### src/mfb_pkg.sv
/*
 Shared constants of the motion feedback block: capture edge codes,
 timer and pulse counter limits, filter length and mode bit positions.
 Assumes a single system clock and plain configuration ports.
*/
// What this block does
// One sub-module owns pins; capture after reset
// Filter needs four equal samples per edge
// Sources hold levels at least a cycle
// Two-bit edge select: rising, falling, both
// Trigger copies shared timer, sets capture flag
// Capture flags ORed, gated; software clears only
// Clear timer after capture when enabled
// Reload overflow loads reload value, else zero; code also loads zero while timer clear on capture is set
// Compare mode match sets flag, restarts zero
// Reload overflow sets flag; no reload gives zero
// Selected capture pin also reloads timer
// Pin 2 detection gated by encoder, index
// Four encoder modes: x4/x2, free/compare
// Sixteen-bit pulse counter with latched copy
// Encoder mode reuses capture register pairs
// Pins 0 and 1 become phases
// Phase lead or lag gives sense, strobe
// Free counts full range; compare uses limit
// Counter kept across mode change, disable
// Index edge sets capture flag 2
// Free mode wrap sets pulse wrap flag
// Encoder flags reuse capture flags 0, 1
// Modes 00b/10b x4, 01b/11b x2
// A leads: sense 1, increment; else decrement
// Compare up: limit to zero sets wrap
// Compare down: zero reloads limit, sets wrap
// Sense change sets reversal flag
package mfb_pkg;
   localparam int          NUM_CHAN       = 3;
   localparam int          FILTER_LEN     = 4;
   localparam logic [1:0]  EDGE_OFF       = 2'h0;
   localparam logic [1:0]  EDGE_RISE      = 2'h1;
   localparam logic [1:0]  EDGE_FALL      = 2'h2;
   localparam logic [1:0]  EDGE_BOTH      = 2'h3;
   localparam logic [1:0]  RLD_NONE       = 2'h0;
   localparam int          MODE_X2_BIT    = 0;
   localparam int          MODE_CMP_BIT   = 1;
   localparam logic [15:0] TIMER_RST      = 16'h0000;
   localparam logic [15:0] COUNT_MAX      = 16'hffff;
   localparam logic [15:0] COUNT_RST      = 16'h0000;
endpackage : mfb_pkg

### src/mfb_edge_if.sv
/*
 Carrier for one filtered capture input: stable level and edge pulses.
 Assumes producer and consumer run on the same clock.
*/
`timescale 1ns/100ps
interface mfb_edge_if;
   logic level;
   logic rise;
   logic fall;
   modport src (output level, output rise, output fall);
   modport dst (input level, input rise, input fall);
endinterface : mfb_edge_if

### src/mfb_edge_filter.sv
/*
 Optional noise filter and edge detector for one capture pin.
 Assumes the pin is already synchronous to i_core_clk.
*/
`timescale 1ns/100ps
module mfb_edge_filter #(
   parameter int FILT_LEN = mfb_pkg::FILTER_LEN
) (
   // Clock and reset
   input  wire logic i_core_clk,
   input  wire logic i_sys_rst,
   // Pin and control
   input  wire logic i_pin,
   input  wire logic i_filter_en,
   // Filtered output
   mfb_edge_if.src   o_edge
);
   logic       smp_r;
   logic       stb_r;
   logic       stb_nxt;
   logic [1:0] cnt_r;
   logic       rise_r;
   logic       fall_r;

   always_ff @(posedge i_core_clk or posedge i_sys_rst) begin
      if (i_sys_rst) begin
         smp_r <= 1'b0;
      end else begin
         smp_r <= i_pin;
      end
   end

   // Short pulses never reach FILT_LEN equal samples
   always_comb begin
      stb_nxt = stb_r;
      if (!i_filter_en) begin
         stb_nxt = smp_r;
      end else if (smp_r != stb_r && cnt_r == 2'(FILT_LEN - 1)) begin
         stb_nxt = smp_r;
      end
   end

   always_ff @(posedge i_core_clk or posedge i_sys_rst) begin
      if (i_sys_rst) begin
         cnt_r <= 2'h0;
      end else if (!i_filter_en || smp_r == stb_r
                   || cnt_r == 2'(FILT_LEN - 1)) begin
         cnt_r <= 2'h0;
      end else begin
         cnt_r <= cnt_r + 2'h1;
      end
   end

   always_ff @(posedge i_core_clk or posedge i_sys_rst) begin
      if (i_sys_rst) begin
         stb_r  <= 1'b0;
         rise_r <= 1'b0;
         fall_r <= 1'b0;
      end else begin
         stb_r  <= stb_nxt;
         rise_r <= stb_nxt & ~stb_r;
         fall_r <= ~stb_nxt & stb_r;
      end
   end

   assign o_edge.level = stb_r;
   assign o_edge.rise  = rise_r;
   assign o_edge.fall  = fall_r;

   chk_filter_four_samples: assert property (
      @(posedge i_core_clk) disable iff (i_sys_rst)
      ($past(i_filter_en) && i_filter_en && stb_r != $past(stb_r))
      |-> ($past(smp_r, 1) == stb_r && $past(smp_r, 2) == stb_r
           && $past(smp_r, 3) == stb_r && $past(smp_r, 4) == stb_r))
      else $error("filter changed level without four equal samples");
endmodule : mfb_edge_filter

### src/mfb_motion_feedback.sv
/*
 Motion feedback block: three-channel input capture on a shared timer
 with compare and reload modes, and a quadrature encoder counter that
 takes over capture pins 0 and 1. Assumes pins synchronous to the clock
 and software strobes that last one cycle.
*/
`timescale 1ns/100ps
module mfb_motion_feedback #(
   parameter int NCH = mfb_pkg::NUM_CHAN
) (
   // Clock and reset
   input  wire logic        i_core_clk,
   input  wire logic        i_sys_rst,
   // Capture pins
   input  wire logic [2:0]  i_capture_pin,
   // Capture configuration
   input  wire logic [2:0]  i_filter_enable,
   input  wire logic [5:0]  i_edge_select,
   input  wire logic [2:0]  i_capture_enable,
   input  wire logic        i_capture_irq_enable,
   input  wire logic [2:0]  i_capture_flag_clr,
   // Timer configuration
   input  wire logic        i_timer_clear_on_capture,
   input  wire logic        i_compare_not_reload,
   input  wire logic        i_reload_enable,
   input  wire logic [1:0]  i_capture_reload_select,
   input  wire logic        i_timer_irq_enable,
   input  wire logic [15:0] i_timer_match_reload,
   input  wire logic        i_timer_match_flag_clr,
   // Encoder configuration
   input  wire logic        i_encoder_enable,
   input  wire logic        i_index_capture_disable,
   input  wire logic [1:0]  i_encoder_mode_select,
   input  wire logic        i_pulse_limit_wr,
   input  wire logic [15:0] i_pulse_limit_data,
   input  wire logic        i_pulse_counter_wr,
   input  wire logic [15:0] i_pulse_counter_data,
   input  wire logic        i_pulse_latch_load,
   // Register pairs
   output logic [15:0]      o_reg_pair_0,
   output logic [15:0]      o_reg_pair_1,
   output logic [15:0]      o_reg_pair_2,
   // Status and requests
   output logic [2:0]       o_capture_flag,
   output logic             o_capture_irq,
   output logic [15:0]      o_timer_count,
   output logic             o_timer_match_flag,
   output logic             o_timer_irq,
   output logic             o_rotation_sense
);
   logic        enc_en_r;
   logic [15:0] tmr_r;
   logic [15:0] tmr_nxt;
   logic [15:0] cap_r [NCH];
   logic [2:0]  flag_r;
   logic [2:0]  flag_set;
   logic        tmatch_r;
   logic        tmatch_set;
   logic [2:0]  edge_hit;
   logic [2:0]  cap_trig;
   logic        any_trig;
   logic        rld_trig;
   logic [15:0] pulse_read_latch_r;
   logic [15:0] pulse_read_latch_nxt;
   logic [15:0] plim_r;
   logic [15:0] plat_r;
   logic        sense_r;
   logic        a_edge;
   logic        b_edge;
   logic        cnt_evt;
   logic        cnt_up;
   logic        wrap;
   logic        x4_mode;
   logic        cmp_mode;

   mfb_edge_if ch_if [NCH] ();

   for (genvar g = 0; g < NCH; g++) begin : g_chan
      mfb_edge_filter #(
         .FILT_LEN    (mfb_pkg::FILTER_LEN)
      ) u_filt (
         .i_core_clk  (i_core_clk),
         .i_sys_rst   (i_sys_rst),
         .i_pin       (i_capture_pin[g]),
         .i_filter_en (i_filter_enable[g]),
         .o_edge      (ch_if[g])
      );

      always_comb begin
         case (i_edge_select[2*g +: 2])
            mfb_pkg::EDGE_RISE: edge_hit[g] = ch_if[g].rise;
            mfb_pkg::EDGE_FALL: edge_hit[g] = ch_if[g].fall;
            mfb_pkg::EDGE_BOTH:
               edge_hit[g] = ch_if[g].rise | ch_if[g].fall;
            default:            edge_hit[g] = 1'b0;
         endcase
      end
   end

   // Encoder selection is captured so reset always starts in capture
   always_ff @(posedge i_core_clk or posedge i_sys_rst) begin
      if (i_sys_rst) begin
         enc_en_r <= 1'b0;
      end else begin
         enc_en_r <= i_encoder_enable;
      end
   end

   // Pins 0 and 1 belong to the encoder while it is selected
   assign cap_trig[0] = edge_hit[0] & i_capture_enable[0] & ~enc_en_r;
   assign cap_trig[1] = edge_hit[1] & i_capture_enable[1] & ~enc_en_r;
   assign cap_trig[2] = edge_hit[2] & i_capture_enable[2]
                        & (~enc_en_r | ~i_index_capture_disable);
   assign any_trig    = |cap_trig;
   assign rld_trig    = i_capture_reload_select != mfb_pkg::RLD_NONE
                        && cap_trig[i_capture_reload_select - 2'h1];

   // Capture stores take the timer value seen before any clear
   for (genvar g = 0; g < NCH; g++) begin : g_cap
      always_ff @(posedge i_core_clk or posedge i_sys_rst) begin
         if (i_sys_rst) begin
            cap_r[g] <= mfb_pkg::TIMER_RST;
         end else if (cap_trig[g] && !enc_en_r) begin
            cap_r[g] <= tmr_r;
         end
      end
   end

   // Timer next value, capture clear has highest priority
   always_comb begin
      tmr_nxt    = tmr_r + 16'h0001;
      tmatch_set = 1'b0;
      if (any_trig && i_timer_clear_on_capture) begin
         tmr_nxt = mfb_pkg::TIMER_RST;
      end else if (rld_trig) begin
         tmr_nxt = i_timer_match_reload;
      end else if (i_compare_not_reload) begin
         if (tmr_r == i_timer_match_reload) begin
            tmr_nxt    = mfb_pkg::TIMER_RST;
            tmatch_set = 1'b1;
         end
      end else if (tmr_r == mfb_pkg::COUNT_MAX) begin
         tmatch_set = 1'b1;
         if (i_reload_enable && !i_timer_clear_on_capture) begin
            tmr_nxt = i_timer_match_reload;
         end else begin
            tmr_nxt = mfb_pkg::TIMER_RST;
         end
      end
   end

   always_ff @(posedge i_core_clk or posedge i_sys_rst) begin
      if (i_sys_rst) begin
         tmr_r <= mfb_pkg::TIMER_RST;
      end else begin
         tmr_r <= tmr_nxt;
      end
   end

   // Set wins over a clear in the same cycle
   always_ff @(posedge i_core_clk or posedge i_sys_rst) begin
      if (i_sys_rst) begin
         tmatch_r <= 1'b0;
      end else begin
         tmatch_r <= (tmatch_r & ~i_timer_match_flag_clr) | tmatch_set;
      end
   end

   // Encoder decoding on filtered phase inputs
   assign x4_mode  = ~i_encoder_mode_select[mfb_pkg::MODE_X2_BIT];
   assign cmp_mode = i_encoder_mode_select[mfb_pkg::MODE_CMP_BIT];
   assign a_edge   = ch_if[0].rise | ch_if[0].fall;
   assign b_edge   = ch_if[1].rise | ch_if[1].fall;
   // Simultaneous edges on both phases are invalid; phase A wins
   assign cnt_evt  = enc_en_r & (a_edge | (x4_mode & b_edge));
   assign cnt_up   = a_edge ? (ch_if[0].level ^ ch_if[1].level)
                            : ~(ch_if[0].level ^ ch_if[1].level);

   always_comb begin
      pulse_read_latch_nxt = pulse_read_latch_r;
      wrap     = 1'b0;
      if (cnt_evt) begin
         if (cnt_up) begin
            if (cmp_mode && pulse_read_latch_r == plim_r) begin
               pulse_read_latch_nxt = mfb_pkg::COUNT_RST;
               wrap     = 1'b1;
            end else if (!cmp_mode && pulse_read_latch_r == mfb_pkg::COUNT_MAX) begin
               pulse_read_latch_nxt = mfb_pkg::COUNT_RST;
               wrap     = 1'b1;
            end else begin
               pulse_read_latch_nxt = pulse_read_latch_r + 16'h0001;
            end
         end else if (pulse_read_latch_r == mfb_pkg::COUNT_RST) begin
            pulse_read_latch_nxt = cmp_mode ? plim_r : mfb_pkg::COUNT_MAX;
            wrap     = 1'b1;
         end else begin
            pulse_read_latch_nxt = pulse_read_latch_r - 16'h0001;
         end
      end else if (i_pulse_counter_wr) begin
         pulse_read_latch_nxt = i_pulse_counter_data;
      end
   end

   // Counter only moves on events or writes, never on mode changes
   always_ff @(posedge i_core_clk or posedge i_sys_rst) begin
      if (i_sys_rst) begin
         pulse_read_latch_r <= mfb_pkg::COUNT_RST;
      end else begin
         pulse_read_latch_r <= pulse_read_latch_nxt;
      end
   end

   always_ff @(posedge i_core_clk or posedge i_sys_rst) begin
      if (i_sys_rst) begin
         plim_r <= mfb_pkg::COUNT_RST;
      end else if (i_pulse_limit_wr) begin
         plim_r <= i_pulse_limit_data;
      end
   end

   // Latched copy gives software a coherent 16-bit read
   always_ff @(posedge i_core_clk or posedge i_sys_rst) begin
      if (i_sys_rst) begin
         plat_r <= mfb_pkg::COUNT_RST;
      end else if (i_pulse_latch_load) begin
         plat_r <= pulse_read_latch_r;
      end
   end

   always_ff @(posedge i_core_clk or posedge i_sys_rst) begin
      if (i_sys_rst) begin
         sense_r <= 1'b0;
      end else if (cnt_evt) begin
         sense_r <= cnt_up;
      end
   end

   // Flag sources depend on which sub-module owns the pins
   always_comb begin
      if (enc_en_r) begin
         flag_set[0] = wrap;
         flag_set[1] = cnt_evt & (cnt_up != sense_r);
         flag_set[2] = cap_trig[2];
      end else begin
         flag_set = cap_trig;
      end
   end

   always_ff @(posedge i_core_clk or posedge i_sys_rst) begin
      if (i_sys_rst) begin
         flag_r <= 3'h0;
      end else begin
         flag_r <= (flag_r & ~i_capture_flag_clr) | flag_set;
      end
   end

   // Outputs registered; pair views trail internal state by one cycle
   always_ff @(posedge i_core_clk or posedge i_sys_rst) begin
      if (i_sys_rst) begin
         o_reg_pair_0       <= mfb_pkg::TIMER_RST;
         o_reg_pair_1       <= mfb_pkg::TIMER_RST;
         o_reg_pair_2       <= mfb_pkg::TIMER_RST;
         o_capture_flag     <= 3'h0;
         o_capture_irq      <= 1'b0;
         o_timer_count      <= mfb_pkg::TIMER_RST;
         o_timer_match_flag <= 1'b0;
         o_timer_irq        <= 1'b0;
         o_rotation_sense   <= 1'b0;
      end else begin
         o_reg_pair_0       <= enc_en_r ? plat_r : cap_r[0];
         o_reg_pair_1       <= enc_en_r ? pulse_read_latch_r : cap_r[1];
         o_reg_pair_2       <= enc_en_r ? plim_r : cap_r[2];
         o_capture_flag     <= flag_r;
         o_capture_irq      <= (|flag_r) & i_capture_irq_enable;
         o_timer_count      <= tmr_r;
         o_timer_match_flag <= tmatch_r;
         o_timer_irq        <= tmatch_r & i_timer_irq_enable;
         o_rotation_sense   <= sense_r;
      end
   end

   chk_pins_owned_once: assert property (
      @(posedge i_core_clk) disable iff (i_sys_rst)
      !((cap_trig[0] || cap_trig[1]) && cnt_evt))
      else $error("capture and encoder both used shared pins");

   chk_capture_copies_timer: assert property (
      @(posedge i_core_clk) disable iff (i_sys_rst)
      cap_trig[0] |=> (cap_r[0] == $past(tmr_r) && flag_r[0]))
      else $error("capture did not copy timer or set flag");

   chk_flag_set_wins: assert property (
      @(posedge i_core_clk) disable iff (i_sys_rst)
      (flag_set[1] && i_capture_flag_clr[1]) |=> flag_r[1])
      else $error("flag set lost against clear");

   chk_flag_stays_set: assert property (
      @(posedge i_core_clk) disable iff (i_sys_rst)
      (flag_r[2] && !i_capture_flag_clr[2]) |=> flag_r[2])
      else $error("capture flag cleared without software");

   chk_clear_after_capture: assert property (
      @(posedge i_core_clk) disable iff (i_sys_rst)
      (any_trig && i_timer_clear_on_capture) |=> tmr_r == 16'h0000)
      else $error("timer not cleared after capture");

   chk_reload_on_overflow: assert property (
      @(posedge i_core_clk) disable iff (i_sys_rst)
      (!any_trig && !i_compare_not_reload && i_reload_enable
       && !i_timer_clear_on_capture && tmr_r == 16'hffff)
      |=> (tmr_r == $past(i_timer_match_reload) && tmatch_r))
      else $error("overflow did not load reload value");

   chk_compare_restart: assert property (
      @(posedge i_core_clk) disable iff (i_sys_rst)
      (!any_trig && i_compare_not_reload
       && tmr_r == i_timer_match_reload)
      |=> (tmr_r == 16'h0000 && tmatch_r) ##1 tmr_r == 16'h0001)
      else $error("compare match did not restart timer");

   chk_index_gating: assert property (
      @(posedge i_core_clk) disable iff (i_sys_rst)
      (enc_en_r && i_index_capture_disable) |-> !cap_trig[2])
      else $error("index capture while disabled");

   chk_free_wrap: assert property (
      @(posedge i_core_clk) disable iff (i_sys_rst)
      (cnt_evt && cnt_up && !cmp_mode && pulse_read_latch_r == 16'hffff)
      |=> (pulse_read_latch_r == 16'h0000 && flag_r[0]))
      else $error("free counter wrap missing");

   chk_counter_held: assert property (
      @(posedge i_core_clk) disable iff (i_sys_rst)
      (!enc_en_r && !i_pulse_counter_wr) |=> $stable(pulse_read_latch_r))
      else $error("pulse counter moved while encoder off");

   chk_compare_down: assert property (
      @(posedge i_core_clk) disable iff (i_sys_rst)
      (cnt_evt && !cnt_up && cmp_mode && pulse_read_latch_r == 16'h0000)
      |=> (pulse_read_latch_r == $past(plim_r) && flag_r[0]))
      else $error("compare underflow did not reload limit");
endmodule : mfb_motion_feedback

### config.mk
export PLATFORM = sky130hd
export DESIGN_NAME = mfb_motion_feedback
export DESIGN_NICKNAME = d
export VERILOG_FILES = /design/src/mfb_pkg.sv /design/src/mfb_edge_if.sv /design/src/mfb_edge_filter.sv /design/src/mfb_motion_feedback.sv
export SDC_FILE = /design/constraint.sdc
export NUM_CORES = 1
export LEC_CHECK = 0
export BUFFER_PORTS_ARGS = -buffer_cell sky130_fd_sc_hd__buf_4
export CORE_MARGIN = 2
export CORE_UTILIZATION = 57
export DETAILED_ROUTE_END_ITERATION = 10
export PLACE_DENSITY = 0.79
export SLEW_MARGIN = 25
export SYNTH_ARGS = -nofsm -noshare
export SYNTH_HDL_FRONTEND = slang
export SYNTH_SLANG_ARGS = --single-unit
### constraint.sdc
create_clock -name i_core_clk -period 8.39 [get_ports i_core_clk]
set_clock_uncertainty 0.15 [all_clocks]
set_input_delay 0.4195 -clock i_core_clk [delete_from_list [all_inputs] [get_ports i_core_clk]]
set_output_delay 0.4195 -clock i_core_clk [all_outputs]
set_load 0.1 [all_outputs]
Word-level counts from Yosys, hierarchy flattened --
Index checks and enable logic that the tools add are counted. Widths: inputs -> output; s select.
Word-level totals: bits in writable memories 0, latch bits 0, logic and storage cells 175, memories kept 0, output and inout bits 71, bits in registers 207, bits in read-only memories 0
Operators by class: shift operators 0, $add $sub $neg 7, divide/modulo/power cells 0, reductions and logical operators 28, bitwise logic cells 39, magnitude comparators 1, equal/unequal tests 23, muxes and demuxes 42, $mul 0
Operators with widths (count):
- $mux 16 | 16
- $add 16x1->16 const B | 2
- $eq 16x16->1 | 2
- $eq 16x16->1 const B | 2
- $and 1x1->1 | 18
- $eq 2x2->1 const B | 9
- $mux 1 | 18
- $logic_not 16->1 | 1
- $sub 16x1->16 const B | 1
- $logic_and 1x1->1 | 11
- $not 1->1 | 11
- $pmux 1 s3 | 3
- $mux 2 | 4
- $add 2x1->2 const B | 3
- $eq 2x1->1 const B | 3
- $logic_not 1->1 | 6
- $logic_or 1x1->1 | 6
- $or 1x1->1 | 6
- $reduce_or 3->1 | 2
- $ne 1x1->1 | 4
- $reduce_bool 2->1 | 2
- $and 3x3->3 | 1
- $eq 1x1->1 | 3
- $lt 2x3->1 const B | 1
- 5 further kinds | 5

Depth between registers and ports, before layout --
depth in word-level cells 10, gate-level depth with buffers 10, mapped depth without buffers 8

Cells and area by module --
A second synthesis with hierarchy kept.
Second synthesis, totals: cell total of the unflattened synthesis 795, area, all modules 9603.0 µm²
Modules (own cells, without submodules):
- mfb_motion_feedback | times used 1, area an instance 8908.5 µm², cells an instance 750, sequential area each 4729.5 µm²
- mfb_edge_filter | times used 3, area an instance 231.5 µm², cells an instance 15, sequential area each 150.1 µm²

Worst setup path after synthesis --
OpenSTA, ideal clock, no wires.
kind register to register, start point register pulse_read_latch_r[10], end point register pulse_read_latch_r[2], clock period less this slack 2.339 ns, setup time 0.145 ns, path buffers 2, cell stages (with the launch flop) 8, data arrival time 2.044 ns, slack 6.051 ns, data required time 8.095 ns, cell sequence dfrtp_1 > buf_2 > or4_1 > nor4_4 > nand2_2 > buf_2 > o311ai_1 > o221ai_1
On the way: longest elaborated chain between the ends 6, elaborated cells on any way between the ends 10, classes of those cells 2 x eq/ne; 5 x mux; 3 x reduce/logical
Ends and longest elaborated chain:
- start, declared | line mfb_motion_feedback.sv:63 | logic [15:0] pulse_read_latch_r;
- start signal, assigned | line mfb_motion_feedback.sv:207 | pulse_read_latch_r <= mfb_pkg::COUNT_RST;
- start signal, assigned | line mfb_motion_feedback.sv:209 | pulse_read_latch_r <= pulse_read_latch_nxt;
- $eq 16x16->1 | line mfb_motion_feedback.sv:187 | end else if (!cmp_mode && pulse_read_latch_r == mfb_pkg::COUNT_MAX) begin
- $logic_and 1x1->1 | line mfb_motion_feedback.sv:187
- $mux 16 | line mfb_motion_feedback.sv:187
- $mux 16 | line mfb_motion_feedback.sv:184 | if (cmp_mode && pulse_read_latch_r == plim_r) begin
- $mux 16 (*) | line mfb_motion_feedback.sv:183 | if (cnt_up) begin
- $mux 16 (*) | line mfb_motion_feedback.sv:182 | if (cnt_evt) begin
Mark *: on every way between the ends. The rest lies on a longest branch, timed or not. A chain may end at the register's enable or synchronous reset.

Worst setup path in the final report --
start point register enc_en_r, end point register tmr_r[13]
On the way: longest elaborated chain between the ends 8, elaborated cells on any way between the ends 12, classes of those cells 4 x mux; 5 x bitwise; 3 x reduce/logical
Ends and longest elaborated chain:
- start, declared | line mfb_motion_feedback.sv:51 | logic enc_en_r;
- start signal, assigned | line mfb_motion_feedback.sv:105 | enc_en_r <= i_encoder_enable;
- $not 1->1 (*) | line mfb_motion_feedback.sv:110, mfb_motion_feedback.sv:111, mfb_motion_feedback.sv:113
- $or 1x1->1 | line mfb_motion_feedback.sv:113 | & (~enc_en_r | ~i_index_capture_disable);
- $and 1x1->1 | line mfb_motion_feedback.sv:113
- $bmux 1 s2 | line mfb_motion_feedback.sv:116 | && cap_trig[i_capture_reload_select - 2'h1];
- $mux 1 (not written as such) | line mfb_motion_feedback.sv:116
- $logic_and 1x1->1 | line mfb_motion_feedback.sv:116
- $mux 16 | line mfb_motion_feedback.sv:135 | end else if (rld_trig) begin
- $mux 16 (*) | line mfb_motion_feedback.sv:133 | if (any_trig && i_timer_clear_on_capture) begin
- named net tmr_nxt[13] | line mfb_motion_feedback.sv:53 | logic [15:0] tmr_nxt;
- end signal, assigned | line mfb_motion_feedback.sv:154 | tmr_r <= mfb_pkg::TIMER_RST;
- end signal, assigned | line mfb_motion_feedback.sv:156 | tmr_r <= tmr_nxt;
- end, declared | line mfb_motion_feedback.sv:52 | logic [15:0] tmr_r;
The timed path passes the listed nets; every way through them passes the cells marked *. The select of a mux whose other input is x is not followed.

==> impl_metrics.json <==
{
  "drtIter0Drc": 636,
  "whs_ps": 10.6,
  "cp.required_ps": 8630,
  "post-route-period-util_pct": 35.5,
  "ant_nets": 0,
  "cts_made_buffers": 22,
  "grt_pass1_vias": 6971,
  "p_total_w": 0.00447,
  "crit_path_end_kind": "flip-flop",
  "row_count": 47,
  "cts-resized-gates": 0,
  "dieArea_sq_um": 17700,
  "grt_use_total_pct": 28.9,
  "first_pass_iters": 5,
  "ys.flop_type": "dfrtp_1",
  "num_vias": 6835,
  "synth_nets": 875,
  "clkTransAtPathRegs_ps": 60,
  "ys_ff_latch": 207,
  "cts_setup_buffers": 0,
  "rsz0062_at_grt": "no",
  "synthArstFlopShare_pct": 100,
  "overflow": 0,
  "slowest_delay_ps": 770,
  "max_freq_mhz": 336,
  "start_kind": "flip-flop",
  "grt_pass1_wl_mm": 39.6,
  "start_util_pct": 57.8,
  "root_buffer": "clkbuf_16",
  "fin_crit_ps": 2980,
  "coreArea_sq_um": 16400,
  "slew-limit-headroom_pct": 37.0,
  "antenna_found_initial": 0,
  "htreeDepth": 1,
  "finalSetupTns_ps": 0,
  "worst_path_max_delay_cell": "and2_1",
  "dpl_cell_area_sq_um": 10700,
  "status": "finished clean",
  "worstSetupPathType": "reg -> reg",
  "wl_mm": 24.8,
  "worstPathArrival_ps": 3210,
  "maxSlewViolCount": 0,
  "syn_inst": 784,
  "synth-edff-count": 0,
  "grt_max_degree": 145,
  "layout-drive-gt1-share_pct": 36.4,
  "avgSynthCellArea_sq_um": 12.1,
  "clock_latency_ps": 500,
  "design_area_sq_um": 11700,
  "cts_tree": "built",
  "wire_per_inst_microns": 21.4,
  "synthDistinctLibCells": 61,
  "ys.warnings.count": 0,
  "pin_count": 154,
  "yosysSeqAreaShare_pct": 54.6,
  "antenna_cells": 0,
  "ctsLongestPathBuffers": 3,
  "die_h_microns": 133,
  "ctsHoldBuffers": 14,
  "utilization_pct": 71.2,
  "min_path_type": "in -> reg",
  "setup_viol": 0,
  "tightest_slew_ps": 945,
  "peakVddDrop_mv": 0.278,
  "fin_nets": 1018,
  "cp_cell_sequence": "buf_4 -> nor2b_1 -> and2_1 -> o31a_1 -> a21oi_1 -> o211a_1",
  "numClockSinks": 207,
  "drc": 0,
  "area_growth_pct": 23.1,
  "fp.dieW_microns": 133,
  "via_per_inst": 5.88,
  "power.density_nw_per_um2": 383,
  "drv_cap": 0,
  "dp_hpwl_mm": 16.7,
  "gp_congestion": 0.950,
  "syn_area_sq_um": 9490,
  "hold_viol": 0,
  "leakagePower_nw": 5.38,
  "path_max_fanout": 55,
  "port_buffers": 153
}
## sequential cells by signal (all words and copies together) (netlist names), 3 cells and up
register / count
g_chan.u_filt.o_edge.fall: 3
plim_r: 16
o_capture_flag: 3
flag_r: 3
o_timer_count: 16
pulse_read_latch_r: 16
g_chan.u_filt.cnt_r: 6
g_chan.u_filt.o_edge.rise: 3
g_chan.u_filt.smp_r: 3
plat_r: 16
tmr_r: 16
g_chan.u_filt.o_edge.level: 3
o_reg_pair_0: 16
o_reg_pair_1: 16
o_reg_pair_2: 16
cap_r: 48
## synth_stat cells (3+ instances only)
cell	instances	area share, %
nand2b_1	4	0.26
a31oi_1	4	0.26
mux2_2	137	16
a21oi_1	17	0.90
nand3_1	14	0.74
clkbuf_1	39	1.5
or2_2	5	0.33
nor2b_1	7	0.46
o31a_1	6	0.55
or3_1	6	0.40
mux2i_1	9	0.95
and2_1	7	0.46
buf_1	9	0.36
o31ai_1	3	0.24
dfrtp_1	207	55
o21bai_1	3	0.24
xor2_1	32	3.0
buf_2	7	0.37
nand4_1	11	0.73
a22o_1	3	0.28
and3_1	3	0.20
nor4_1	8	0.53
o21ai_0	12	0.63
o211a_1	3	0.32
nor2_1	37	1.5
xnor2_1	34	3.1
o211ai_1	8	0.63
ha_1	8	1.1
o221ai_1	6	0.55
nor3_1	11	0.58
nand2_1	49	1.9
a32oi_1	8	0.74
and4_1	3	0.28
a21o_1	3	0.24
nor3b_1	3	0.24
o311ai_0	11	1.0
inv_1	15	0.59
## routing by layer
| layer | wire length (microns) | up-vias | GRT usage [%] |
|---|---|---|---|
| li1 | - | 3087 | - |
| met1 | 10100 | 3416 | 39.1 |
| met2 | 12200 | 283 | 47.2 |
| met3 | 1860 | 49 | 6.05 |
| met4 | 682 | 0 | 9.32 |
| met5 | 0 | - | 0 |
## power by group
part | switching [W] | internal [W]
combinational | 0.00126 | 0.000544
sequential | 0.000337 | 0.00132
clock | 0.000385 | 0.000622
## cell families after synthesis
family / after synthesis / share of synthesized area (%)
adder cells (fa/ha/maj): 8 / 1.06
AND/OR/NAND/NOR: 180 / 9.79
flip-flops: 207 / 54.6
AO/OA/AOI/OAI: 107 / 8.38
multiplexers: 146 / 17.2
buffers and inverters: 70 / 2.86
XOR/XNOR: 66 / 6.09
## cell type report
class,instances,area [sq um]
Clock buffer,33,683
Clock inverter,7,85.1
Fill cell,1151,4730
Inverter,15,68.8
Multi-Input combinational cell,507,4030
Sequential cell,207,5180
Tap cell,220,275
Timing Repair Buffer,174,1350
## path summary, 6_finish.rpt
| path | cells past startpoint | slack (ps) | to | startpoint |
|---|---|---|---|---|
| worst max-delay path | 6 | 5410 | tmr_r[13]$_DFF_PP0_ | enc_en_r$_DFF_PP0_ |
| max in group asynchronous | 4 | 6300 | cap_r[19]$_DFFE_PP0P_ | i_sys_rst |
| min in group asynchronous | 3 | 440 | plim_r[13]$_DFFE_PP0P_ | i_sys_rst |
| worst min register to register | 0 | 270 | o_timer_match_flag$_DFF_PP0_ | tmatch_r$_DFF_PP0_ |
| worst min-delay path | 2 | 10 | plim_r[1]$_DFFE_PP0P_ | i_pulse_limit_data[1] |
| worst max register to register | 6 | 5410 | tmr_r[13]$_DFF_PP0_ | enc_en_r$_DFF_PP0_ |
## stage by stage
| step | setup WS [ps] | std cells |
|---|---|---|
| floorplan | 2170 | 784 |
| global placement | 5550 | 1107 |
| detailed placement | 5470 | 1107 |
| CTS | 5430 | 1161 |
| global route | 5200 | 1163 |
| finish | 5410 | 1163 |
## worst max-delay path, delay by kind of cell, from the launching register on
| family | cells | cell delay [ps] |
|---|---|---|
| flip-flops | 1 | 380 |
| AND/OR/NAND/NOR | 2 | 980 |
| AO/OA/AOI/OAI | 3 | 1010 |
| buffers and inverters | 1 | 340 |
## cells in the final DEF (no fill, tap or decap), types with 16 or more instances in the layout
| master | instances |
|---|---|
| a21oi_1 | 17 |
| buf_4 | 158 |
| clkbuf_16 | 23 |
| dfrtp_1 | 206 |
| dlygate4sd3_1 | 16 |
| mux2_2 | 137 |
| nand2_1 | 49 |
| nor2_1 | 37 |
| xnor2_1 | 34 |
| xor2_1 | 32 |
(Power assumes the default switching activity.)
